[src/sdram_ctl_params.svh]
// constants and behaviour list for the sdram command block
//
// Behaviour
// - burst stop ends full-page burst only
// - burst stop: cs,we low, ras,cas high
// - read data released after cas latency
// - sequential order wraps within burst length
// - interleave order xors beat with start
// - a10 with read/write selects auto-precharge
// - read autoprecharge starts cas latency early
// - write autoprecharge starts two clocks after
// - precharge: cs,ras,we low, cas high
// - self refresh entry decode, banks idle
// - self refresh ignores all but clock enable
// - clock enable high exits self refresh
// - clock enable low, banks idle, enters power down
// - nop and deselect never end bursts
// - clock suspend freezes one clock later
`ifndef SDRAM_CTL_PARAMS_SVH
`define SDRAM_CTL_PARAMS_SVH

// ------------------------------------------------------------
// burst length codes (mode field)
// ------------------------------------------------------------
`define BL_CODE_1 3'h0
`define BL_CODE_2 3'h1
`define BL_CODE_4 3'h2
`define BL_CODE_8 3'h3
`define BL_CODE_FULL 3'h7
// ------------------------------------------------------------
// address fields and timing
// ------------------------------------------------------------
`define AP_BIT 10
`define COL_W 8
`define WR_RECOVERY_CLKS 2
`define CLK_PERIOD_NS 25

`endif

[src/sdram_ctl_pkg.sv]
// types shared by the sdram command block
`default_nettype none
package sdram_ctl_pkg;
    typedef struct packed {
        logic cs_n;
        logic ras_n;
        logic cas_n;
        logic we_n;
    } cmd_pins_t;

    typedef enum logic [3:0] {
        ST_RUN = 4'h1,
        ST_SUSPEND = 4'h2,
        ST_POWER_DOWN = 4'h4,
        ST_SELF_REFRESH = 4'h8
    } pwr_state_t;

    typedef enum logic [2:0] {
        BU_IDLE = 3'h1,
        BU_READ = 3'h2,
        BU_WRITE = 3'h4
    } burst_state_t;
endpackage
`default_nettype wire

[src/sdram_ctl.sv]
// command decode, burst sequencing and power states of the sdram
`timescale 1ns/1ps
`default_nettype none
`include "sdram_ctl_params.svh"
module sdram_ctl
    import sdram_ctl_pkg::*;
(
    input wire logic sys_clk, // device clock
    input wire logic nrst, // async reset, active low
    input wire logic cke, // clock enable pin
    input wire cmd_pins_t cmd, // command pins
    input wire logic [11:0] addr, // address pins
    input wire logic bank_select_bit0, // bank select low
    input wire logic bank_select_bit1, // bank select high
    input wire logic [2:0] burst_len_code, // programmed burst length
    input wire logic interleave_mode, // 1: interleave order
    input wire logic [1:0] cas_latency, // programmed cas latency
    input wire logic [3:0] bank_open_set, // activate pulses per bank
    output logic [3:0] bank_open, // banks currently open
    output logic [3:0] precharge_start, // internal precharge pulse
    output logic burst_active, // burst in progress
    output logic burst_is_write, // burst direction
    output logic [`COL_W-1:0] col_addr, // column of current beat
    output logic dq_oe, // read data drivers enabled
    output logic suspended, // clock suspend in force
    output logic power_down, // power down in force
    output logic self_refresh // self refresh in force
);

    // ------------------------------------------------------------
    // pin synchronisers
    // ------------------------------------------------------------
    logic [17:0] s1_r, s2_r;
    always_ff @(posedge sys_clk or negedge nrst) begin
        if (!nrst) begin
            // deselect with clock enabled, so no false power-down entry
            s1_r <= 18'h0003E;
            s2_r <= 18'h0003E;
        end else begin
            s1_r <= {addr, cmd, cke, bank_select_bit1};
            s2_r <= s1_r;
        end
    end
    logic [11:0] a_s;
    cmd_pins_t c_s;
    logic cke_s;
    logic [1:0] bs_s;
    assign a_s = s2_r[17:6];
    assign c_s = s2_r[5:2];
    assign cke_s = s2_r[1];
    // bit0 is sampled alongside; kept apart to match pin naming
    logic bs0_1_r, bs0_2_r;
    always_ff @(posedge sys_clk or negedge nrst) begin
        if (!nrst) begin
            bs0_1_r <= 1'b0;
            bs0_2_r <= 1'b0;
        end else begin
            bs0_1_r <= bank_select_bit0;
            bs0_2_r <= bs0_1_r;
        end
    end
    assign bs_s = {s2_r[0], bs0_2_r};

    // ------------------------------------------------------------
    // power state and command decode
    // ------------------------------------------------------------
    pwr_state_t pst_r, pst_nxt;
    logic cke_prev_r, cke_prev_nxt;
    logic live; // commands are honoured this cycle
    logic sel;
    logic is_read, is_write, is_stop, is_pre, is_sref;
    always_comb begin
        sel = !c_s.cs_n;
        // nop and deselect decode to nothing, so bursts go on
        is_read = sel && c_s.ras_n && !c_s.cas_n && c_s.we_n;
        is_write = sel && c_s.ras_n && !c_s.cas_n && !c_s.we_n;
        is_stop = sel && c_s.ras_n && c_s.cas_n && !c_s.we_n;
        is_pre = sel && !c_s.ras_n && c_s.cas_n && !c_s.we_n;
        is_sref = sel && !c_s.ras_n && !c_s.cas_n && c_s.we_n;
        live = (pst_r == ST_RUN) && cke_prev_r;
        cke_prev_nxt = cke_s;
        pst_nxt = pst_r;
        unique case (pst_r)
            ST_RUN: begin
                if (cke_prev_r && !cke_s) begin
                    if (is_sref && bank_open == 4'h0 && !burst_active)
                        pst_nxt = ST_SELF_REFRESH;
                    else if (bank_open != 4'h0 || burst_active)
                        pst_nxt = ST_SUSPEND;
                    else
                        pst_nxt = ST_POWER_DOWN;
                end
            end
            // one cycle delay on exit: cke high seen, run next edge
            ST_SUSPEND: if (cke_s) pst_nxt = ST_RUN;
            ST_POWER_DOWN: if (cke_s) pst_nxt = ST_RUN;
            // only clock enable is watched here
            ST_SELF_REFRESH: if (cke_s) pst_nxt = ST_RUN;
            default: pst_nxt = ST_RUN;
        endcase
    end
    always_ff @(posedge sys_clk or negedge nrst) begin
        if (!nrst) begin
            pst_r <= ST_RUN;
            cke_prev_r <= 1'b1;
        end else begin
            pst_r <= pst_nxt;
            cke_prev_r <= cke_prev_nxt;
        end
    end
    // freeze lags cke low by one clock
    logic run;
    assign run = (pst_r == ST_RUN);

    // ------------------------------------------------------------
    // burst sequencer
    // ------------------------------------------------------------
    burst_state_t bst_r, bst_nxt;
    logic [`COL_W-1:0] start_r, start_nxt;
    logic [`COL_W-1:0] beat_r, beat_nxt;
    logic ap_r, ap_nxt;
    logic [1:0] bank_r, bank_nxt;
    logic [2:0] drain_r, drain_nxt; // read drivers stay on after stop
    logic [1:0] wrec_r, wrec_nxt;
    logic [1:0] wbank_r, wbank_nxt; // bank owed a recovery precharge
    logic [3:0] pre_nxt;
    logic [`COL_W-1:0] mask, last_beat, beat_sum, ap_lead;
    logic full;
    always_comb begin
        full = (burst_len_code == `BL_CODE_FULL);
        unique case (burst_len_code)
            `BL_CODE_2: mask = 8'h01;
            `BL_CODE_4: mask = 8'h03;
            `BL_CODE_8: mask = 8'h07;
            `BL_CODE_FULL: mask = 8'hFF;
            default: mask = 8'h00;
        endcase
        last_beat = mask;
        // bursts no longer than the latency precharge from their first beat
        if (last_beat < {6'h0, cas_latency})
            ap_lead = 8'h00;
        else
            ap_lead = last_beat - {6'h0, cas_latency};
        // count inside the burst window only, no carry above it
        beat_sum = (start_r & mask) + beat_r;
        if (interleave_mode && !full)
            col_addr = (start_r & ~mask) | ((start_r ^ beat_r) & mask);
        else
            col_addr = (start_r & ~mask) | (beat_sum & mask);
        bst_nxt = bst_r;
        start_nxt = start_r;
        beat_nxt = beat_r;
        ap_nxt = ap_r;
        bank_nxt = bank_r;
        drain_nxt = (drain_r != 3'h0) ? drain_r - 3'h1 : 3'h0;
        wrec_nxt = (wrec_r != 2'h0) ? wrec_r - 2'h1 : 2'h0;
        wbank_nxt = wbank_r;
        pre_nxt = 4'h0;
        // own bank copy: a new burst elsewhere must not steal the precharge
        if (wrec_r == 2'h1)
            pre_nxt[wbank_r] = 1'b1;
        if (live && is_pre) begin
            if (a_s[`AP_BIT])
                pre_nxt = 4'hF;
            else
                pre_nxt[bs_s] = 1'b1;
        end
        if (run && bst_r != BU_IDLE) begin
            beat_nxt = beat_r + 8'h01;
            // read autoprecharge: lead equal to cas latency
            if (ap_r && bst_r == BU_READ && !full && beat_r == ap_lead)
                pre_nxt[bank_r] = 1'b1;
            if (beat_r == last_beat && !full) begin
                bst_nxt = BU_IDLE;
                if (bst_r == BU_READ)
                    drain_nxt = {1'b0, cas_latency};
                // pulse is registered, so the count is one short
                if (ap_r && bst_r == BU_WRITE) begin
                    wrec_nxt = 2'(`WR_RECOVERY_CLKS - 1);
                    wbank_nxt = bank_r;
                end
            end
        end
        if (live && is_stop && full && bst_r != BU_IDLE) begin
            // bank stays open, page kept
            if (bst_r == BU_READ)
                drain_nxt = {1'b0, cas_latency};
            bst_nxt = BU_IDLE;
        end
        if (live && (is_read || is_write)) begin
            bst_nxt = is_read ? BU_READ : BU_WRITE;
            start_nxt = a_s[`COL_W-1:0];
            beat_nxt = 8'h00;
            ap_nxt = a_s[`AP_BIT] && !full;
            bank_nxt = bs_s;
            // burst length 1 finishes on its first beat
        end
    end
    always_ff @(posedge sys_clk or negedge nrst) begin
        if (!nrst) begin
            bst_r <= BU_IDLE;
            start_r <= 8'h00;
            beat_r <= 8'h00;
            ap_r <= 1'b0;
            bank_r <= 2'h0;
            drain_r <= 3'h0;
            wrec_r <= 2'h0;
            wbank_r <= 2'h0;
            precharge_start <= 4'h0;
        end else begin
            bst_r <= bst_nxt;
            start_r <= start_nxt;
            beat_r <= beat_nxt;
            ap_r <= ap_nxt;
            bank_r <= bank_nxt;
            drain_r <= drain_nxt;
            wrec_r <= wrec_nxt;
            wbank_r <= wbank_nxt;
            precharge_start <= pre_nxt;
        end
    end

    // ------------------------------------------------------------
    // bank open flags: activate sets win over precharge clears
    // ------------------------------------------------------------
    logic [3:0] open_nxt;
    assign open_nxt = (bank_open & ~precharge_start) | bank_open_set;
    always_ff @(posedge sys_clk or negedge nrst) begin
        if (!nrst)
            bank_open <= 4'h0;
        else
            bank_open <= open_nxt;
    end

    assign burst_active = (bst_r != BU_IDLE);
    assign burst_is_write = (bst_r == BU_WRITE);
    assign dq_oe = (bst_r == BU_READ) || (drain_r != 3'h0);
    assign suspended = (pst_r == ST_SUSPEND);
    assign power_down = (pst_r == ST_POWER_DOWN);
    assign self_refresh = (pst_r == ST_SELF_REFRESH);
endmodule
`default_nettype wire

[config.mk]
export PLATFORM = sky130hd
export DESIGN_NAME = sdram_ctl
export DESIGN_NICKNAME = d
export VERILOG_FILES = /design/src/sdram_ctl_pkg.sv /design/src/sdram_ctl.sv
export VERILOG_INCLUDE_DIRS = /design/src /design/src/src
export SDC_FILE = /design/constraint.sdc
export NUM_CORES = 1
export LEC_CHECK = 0
export BUFFER_PORTS_ARGS = -buffer_cell sky130_fd_sc_hd__buf_2
export CORE_MARGIN = 2
export CORE_UTILIZATION = 30
export DETAILED_ROUTE_END_ITERATION = 6
export PLACE_DENSITY_LB_ADDON = 0.3
export SETUP_SLACK_MARGIN = 0.15
export SYNTH_ARGS = -nofsm -noshare
export SYNTH_HDL_FRONTEND = slang
export SYNTH_SLANG_ARGS = --single-unit
[constraint.sdc]
create_clock -name sys_clk -period 3.2 [get_ports sys_clk]
set_input_delay 0.32 -clock sys_clk [delete_from_list [all_inputs] [get_ports sys_clk]]
set_output_delay 0.32 -clock sys_clk [all_outputs]
set_load 0.01 [all_outputs]
=== Yosys cells after proc, flatten, opt, wreduce, memory -nomap -nowiden ===
Index checks and enable logic that the tools add are counted.

* Order comparisons: 7
* $add $sub $neg: 5
* Muxes and demuxes: 36
* Shifts and indexed selects: 0
* $mul: 0
* Equal/unequal tests: 16
* Divide/modulo/power cells: 0
* Bitwise gates (word level): 13
* Reduce and logical (&&, ||, !) cells: 52

{| class="wikitable"
|+ Operators by type and width
! kind !! count
|-
| $mux 3 || 12
|-
| $and 8x8->8 || 4
|-
| $mux 4 || 8
|-
| $mux 8 || 4
|-
| $pmux 8 s4 || 1
|-
| $logic_and 1x1->1 || 31
|-
| $eq 8x8->1 || 2
|-
| $or 8x8->8 || 2
|-
| $or 4x4->4 || 3
|-
| $eq 3x2->1 const B || 3
|-
| $lt 2x3->1 const B || 3
|-
| $reduce_bool 3->1 || 3
|-
| $add 8x1->8 const B || 1
|-
| $add 8x8->8 || 1
|-
| $lt 8x2->1 || 1
|-
| $mux 2 || 4
|-
| $not 8->8 || 1
|-
| $pmux 4 s2 || 1
|-
| $sub 8x2->8 || 1
|-
| $xor 8x8->8 || 1
|-
| $logic_not 1->1 || 7
|-
| $demux 1 s2 || 3
|-
| $eq 3x3->1 const B || 2
|-
| $ge 2x1->1 const B || 3
|-
| 20 further kinds || 27
|}

* Bits of input ports: 31
* Register bits after elaboration: 78
* RAM bits: 0
* Memories kept: 0
* Output and inout bits: 22
* Logic and storage cells: 145
* Memory bits (read-only): 0
* Bits in latches: 0

=== Depth between registers and ports, before layout ===
* Word-level depth: 11
* Mapped depth: 13
* Depth with buffers taken out: 13

=== Least setup slack after synthesis ===
No wires, ideal clock.

* Path type: in2out
* Start point: in burst_len_code[1]
* End point: out col_addr[6]
* Stages on the path: 12
* Data arrival time: 2.405 ns
* Slack: 0.475 ns
* Data required time: 2.880 ns
* Buffers on the path: 0
* Cells stage by stage: nor2b_1 -> a21o_1 -> and2_1 -> ha_1 -> inv_1 -> fa_1 -> inv_1 -> a21oi_1 -> o21bai_1 -> a21oi_1 -> or4b_2 -> nand3_1

* Word-level cells in the longest chain between the ends: 7
* Elaborated cells on any way between the ends: 16
* Those cells by class: add/sub (1); eq/ne (4); mux (2); bitwise (7); reduce/logical (2)

{| class="wikitable"
|+ Ends and longest elaborated chain
! what !! RTL line !! text
|-
| start, declared || sdram_ctl.sv:15 || <nowiki>input wire logic [2:0] burst_len_code,</nowiki>
|-
| $eq 3x3->1, or another cell as far along || sdram_ctl.sv:131 || <nowiki>unique case (burst_len_code)</nowiki>
|-
| $pmux 8 s4 || sdram_ctl.sv:131 ||
|-
| $and 8x8->8 || sdram_ctl.sv:145 || <nowiki>beat_sum = (start_r & mask) + beat_r;</nowiki>
|-
| $add 8x8->8 || sdram_ctl.sv:145 ||
|-
| $and 8x8->8 || sdram_ctl.sv:149 || <nowiki>col_addr = (start_r & ~mask) | (beat_sum & mask);</nowiki>
|-
| $or 8x8->8 || sdram_ctl.sv:149 ||
|-
| $mux 8 (*) || sdram_ctl.sv:146 || <nowiki>if (interleave_mode && !full)</nowiki>
|-
| end, declared || sdram_ctl.sv:23 || <nowiki>output logic [`COL_W-1:0] col_addr,</nowiki>
|}

Mark *: on every way between the ends. The rest lies on a longest branch, timed or not.

=== Final worst setup path ===
* Start point: in burst_len_code[1]
* End point: out col_addr[4]

The elaborated chain is that of the path after synthesis.

==> results.md <==
- Status: finished, final reports clean
- Post-synth EDFFs: 0
- Worst-case hold slack: 0.0317 ns
- Initial antenna violation count: 0
- Vias in the first global route: roughly 2800
- Avg Cell Area, Syn: roughly 9.8 sq um
- Slew Limit Fails: 0
- # diodes: 0
- PwrDens: around 670 nW/um^2
- Share of post-route cells with drive strength above 1: between 20% and 30%
- Syn nets: 419
- CP Launch Type: input pin
- Synth warn: 0
- Pin count of the biggest net entering global routing: between 40 and 50
- Rows: 40
- Crit path required time: approximately 2.9 ns
- Core Footprint: 12000 sq um
- Max FO, Critical Path: 7
- Total global-route track usage: a little over an eighth
- DRT Pass-1 Iters: 4
- CTS tree: done
- Reg area: 1870 sq um
- Post-Place Cells: 565
- DP Wirelength: approximately 5.8 mm
- Final cell count without fillers: around 600
- Synth top area share: between 40% and 50%
- Initial Util: a little over 30%
- Post-layout min period: approximately 2.8 ns
- H-tree levels: 3
- Number of buffers created by CTS: 9
- Most used flip-flop cell after synthesis: dfrtp_1
- Vias: about 2800
- Violation count after the first detailed-route iteration: 79
- Antenna viol nets, final: 0
- Fillers: around 1200
- Crit. End Element: output pin
- Clock Tree Root: clkbuf_16
- Maximum clock frequency: 354 MHz
- Design Area, Final: 4530 sq um
- Final Skew: between 0.007 and 0.008 ns
- DP Area: about 4000 sq um
- Max transition margin: between 50 and 60%
- Critical path class: in2out
- Slew @ Worst Pin: 0.731 ns
- Hold Crit Class: in2async
- Async S/R FF share, synth: 100%
- Layout Nets: between 400 and 500
- Clk_lat worst skew: 0.33 ns
- Final Hold Viols: 0
- Final wirelength: ~8.1 mm
- Synth cell types: 55
- Multi-input logic area: approximately 1700 sq um
- FF+latch count, synth: 74
- RSZ-0062 raised after global routing: no
- Most frequent cell after synthesis: dfrtp_1
- Placer Congestion: between 0.8 and 0.9
- Area grow syn2layout: 23.9%
- Reported leakage power: 2.12 nW
- Crit path DAT: 2.50 ns
- DRC viols: 0
- Horiz. Die Dim: between 100 and 150 um
- Tot Pwr: just over 0.003 W
- I/O pin count: 53
- VDD IR max: roughly 0.00023 V
- Die height: 114 um
- MaxCap Viol Count: 0
- Clk buf depth: 2
- WL/cell: roughly 14 um
- Sink Count: 74
- Port Buffers: 49
- Die ar.: 13100 sq um
- Number of vias per cell: 4.82
- # setup viols final: 0
- First-pass GRT wire length: approximately 14 mm
- Seq/Total Area, Yosys: approximately 51%
- Gate Count Post-Synth: 374
- Top cells by count, synth: dfrtp_1, nand2_1, nor2_1, inv_1
- Crit share post-route: 88.3%
- Top cells by area, synth: dfrtp_1, dfstp_2, nand2_1
- Cell area after synthesis: around 3700 sq um
- Global-route congestion overflow total: 0
- Clk pin slew, worst setup/hold paths: 0.05 ns
- Setup TNS: 0 ns
- Yosys top cell by area: dfrtp_1
==> worst paths after layout <==
kind                       slack, ns         startpoint  cells after the start      endpoint
setup reg to reg                0.56           pst_r[0]                      6    drain_r[0]
max in group asynchronous       2.45               nrst                      2      bst_r[0]
hold reg to reg                 0.35           s1_r[16]                      0      s2_r[16]
hold / removal                  0.03               nrst                      1  bank_open[3]
min in group sys_clk            0.09             cmd[2]                      1       s1_r[4]
setup / recovery                0.38  burst_len_code[1]                     16   col_addr[4]
==> final cells by class <==
type,instances,area share (%)
tap,147,4.06
multi-input combinational,259,36.7
clock buffer,12,5.88
clock inverter,4,1.60
inverter,28,2.32
sequential,74,41.2
timing repair buffer,64,8.22
==> cell usage in the layout (no fill, tap or decap), types with 3 or more instances in the layout <==
master and instances:
o21ai_0 19, a41o_1 4, nor2_1 30, nand2_1 55
o22ai_1 7, nor3b_1 5, nand3b_1 3, xnor2_1 9
a21o_1 6, nor2b_1 4, a31oi_1 3, clkbuf_8 3
nor3_1 9, a21oi_1 19, dfstp_2 13, buf_4 15
ha_1 11, and2_1 5, mux2_2 4, inv_1 28
nand4_1 3, clkbuf_16 9, buf_2 48, dfrtp_1 61
and3_1 3, nor4b_1 3, nand3_1 8, xor2_1 7
nand2b_1 3
==> kinds of logic after synthesis <==
group / after synthesis / share of synthesized area [%]
fa+ha+maj: 14 / 5.20
buf+inv: 41 / 4.48
simple gates: 148 / 20.5
mux: 6 / 1.78
flops: 74 / 51.1
compound gates: 75 / 13.2
xor+xnor: 16 / 3.83
==> registers in the layout, indices dropped and copies added, names as in the netlist <==
register and count:
bs0_1_r 1, wbank_r 2, bank_r 2, beat_r 8, start_r 8, precharge_start 4
bst_r 3, bank_open 4, cke_prev_r 1, wrec_r 2, drain_r 3, s1_r 15
bs0_2_r 1, s2_r 15, ap_r 1, pst_r 4
==> per-layer routing <==
layer	up-vias	global-route usage, %	routed length [um]
li1	1415	-	-
met1	1356	18.5	3980
met2	55	20.0	3660
met3	7	3.34	325
met4	0	4.23	95
met5	-	0	0
==> worst max-delay path, stage by stage <==
cell      delay (ns)
buf_4           0.13
nand2b_1        0.13
a21o_1          0.19
and2_1          0.14
ha_2            0.17
inv_1           0.07
fa_2            0.20
inv_1           0.04
a21oi_1         0.14
o21bai_1        0.09
buf_4           0.13
buf_4           0.12
buf_4           0.12
xnor2_1         0.11
o21ai_0         0.21
buf_2           0.17
==> report_power, final <==
group / switching, W / total, W / internal (W)
Combinational: 0.000414 / 0.000746 / 0.000332
Sequential: 0.000130 / 0.00119 / 0.00106
Clock: 0.000361 / 0.00110 / 0.000744
Total: 0.000905 / 0.00304 / 0.00214
==> metrics by stage <==
stage,util (%),setup slack (ns)
after floorplan,-,0.475
after global placement,34.3,0.126
after detailed placement,34.3,0.0517
after CTS,37.5,0.159
after global routing,37.9,0.166
final,37.9,0.376
==> what timing repair did <==
item | 4_1_cts | 5_1_grt
endpoints found under the setup margin | 1 | 3
pin swaps | 1 | 4
setup buffers | 5 | 2
hold buffers | 0 | 0
resized for setup | 1 | 9
Power figures use the tool's default switching activity.
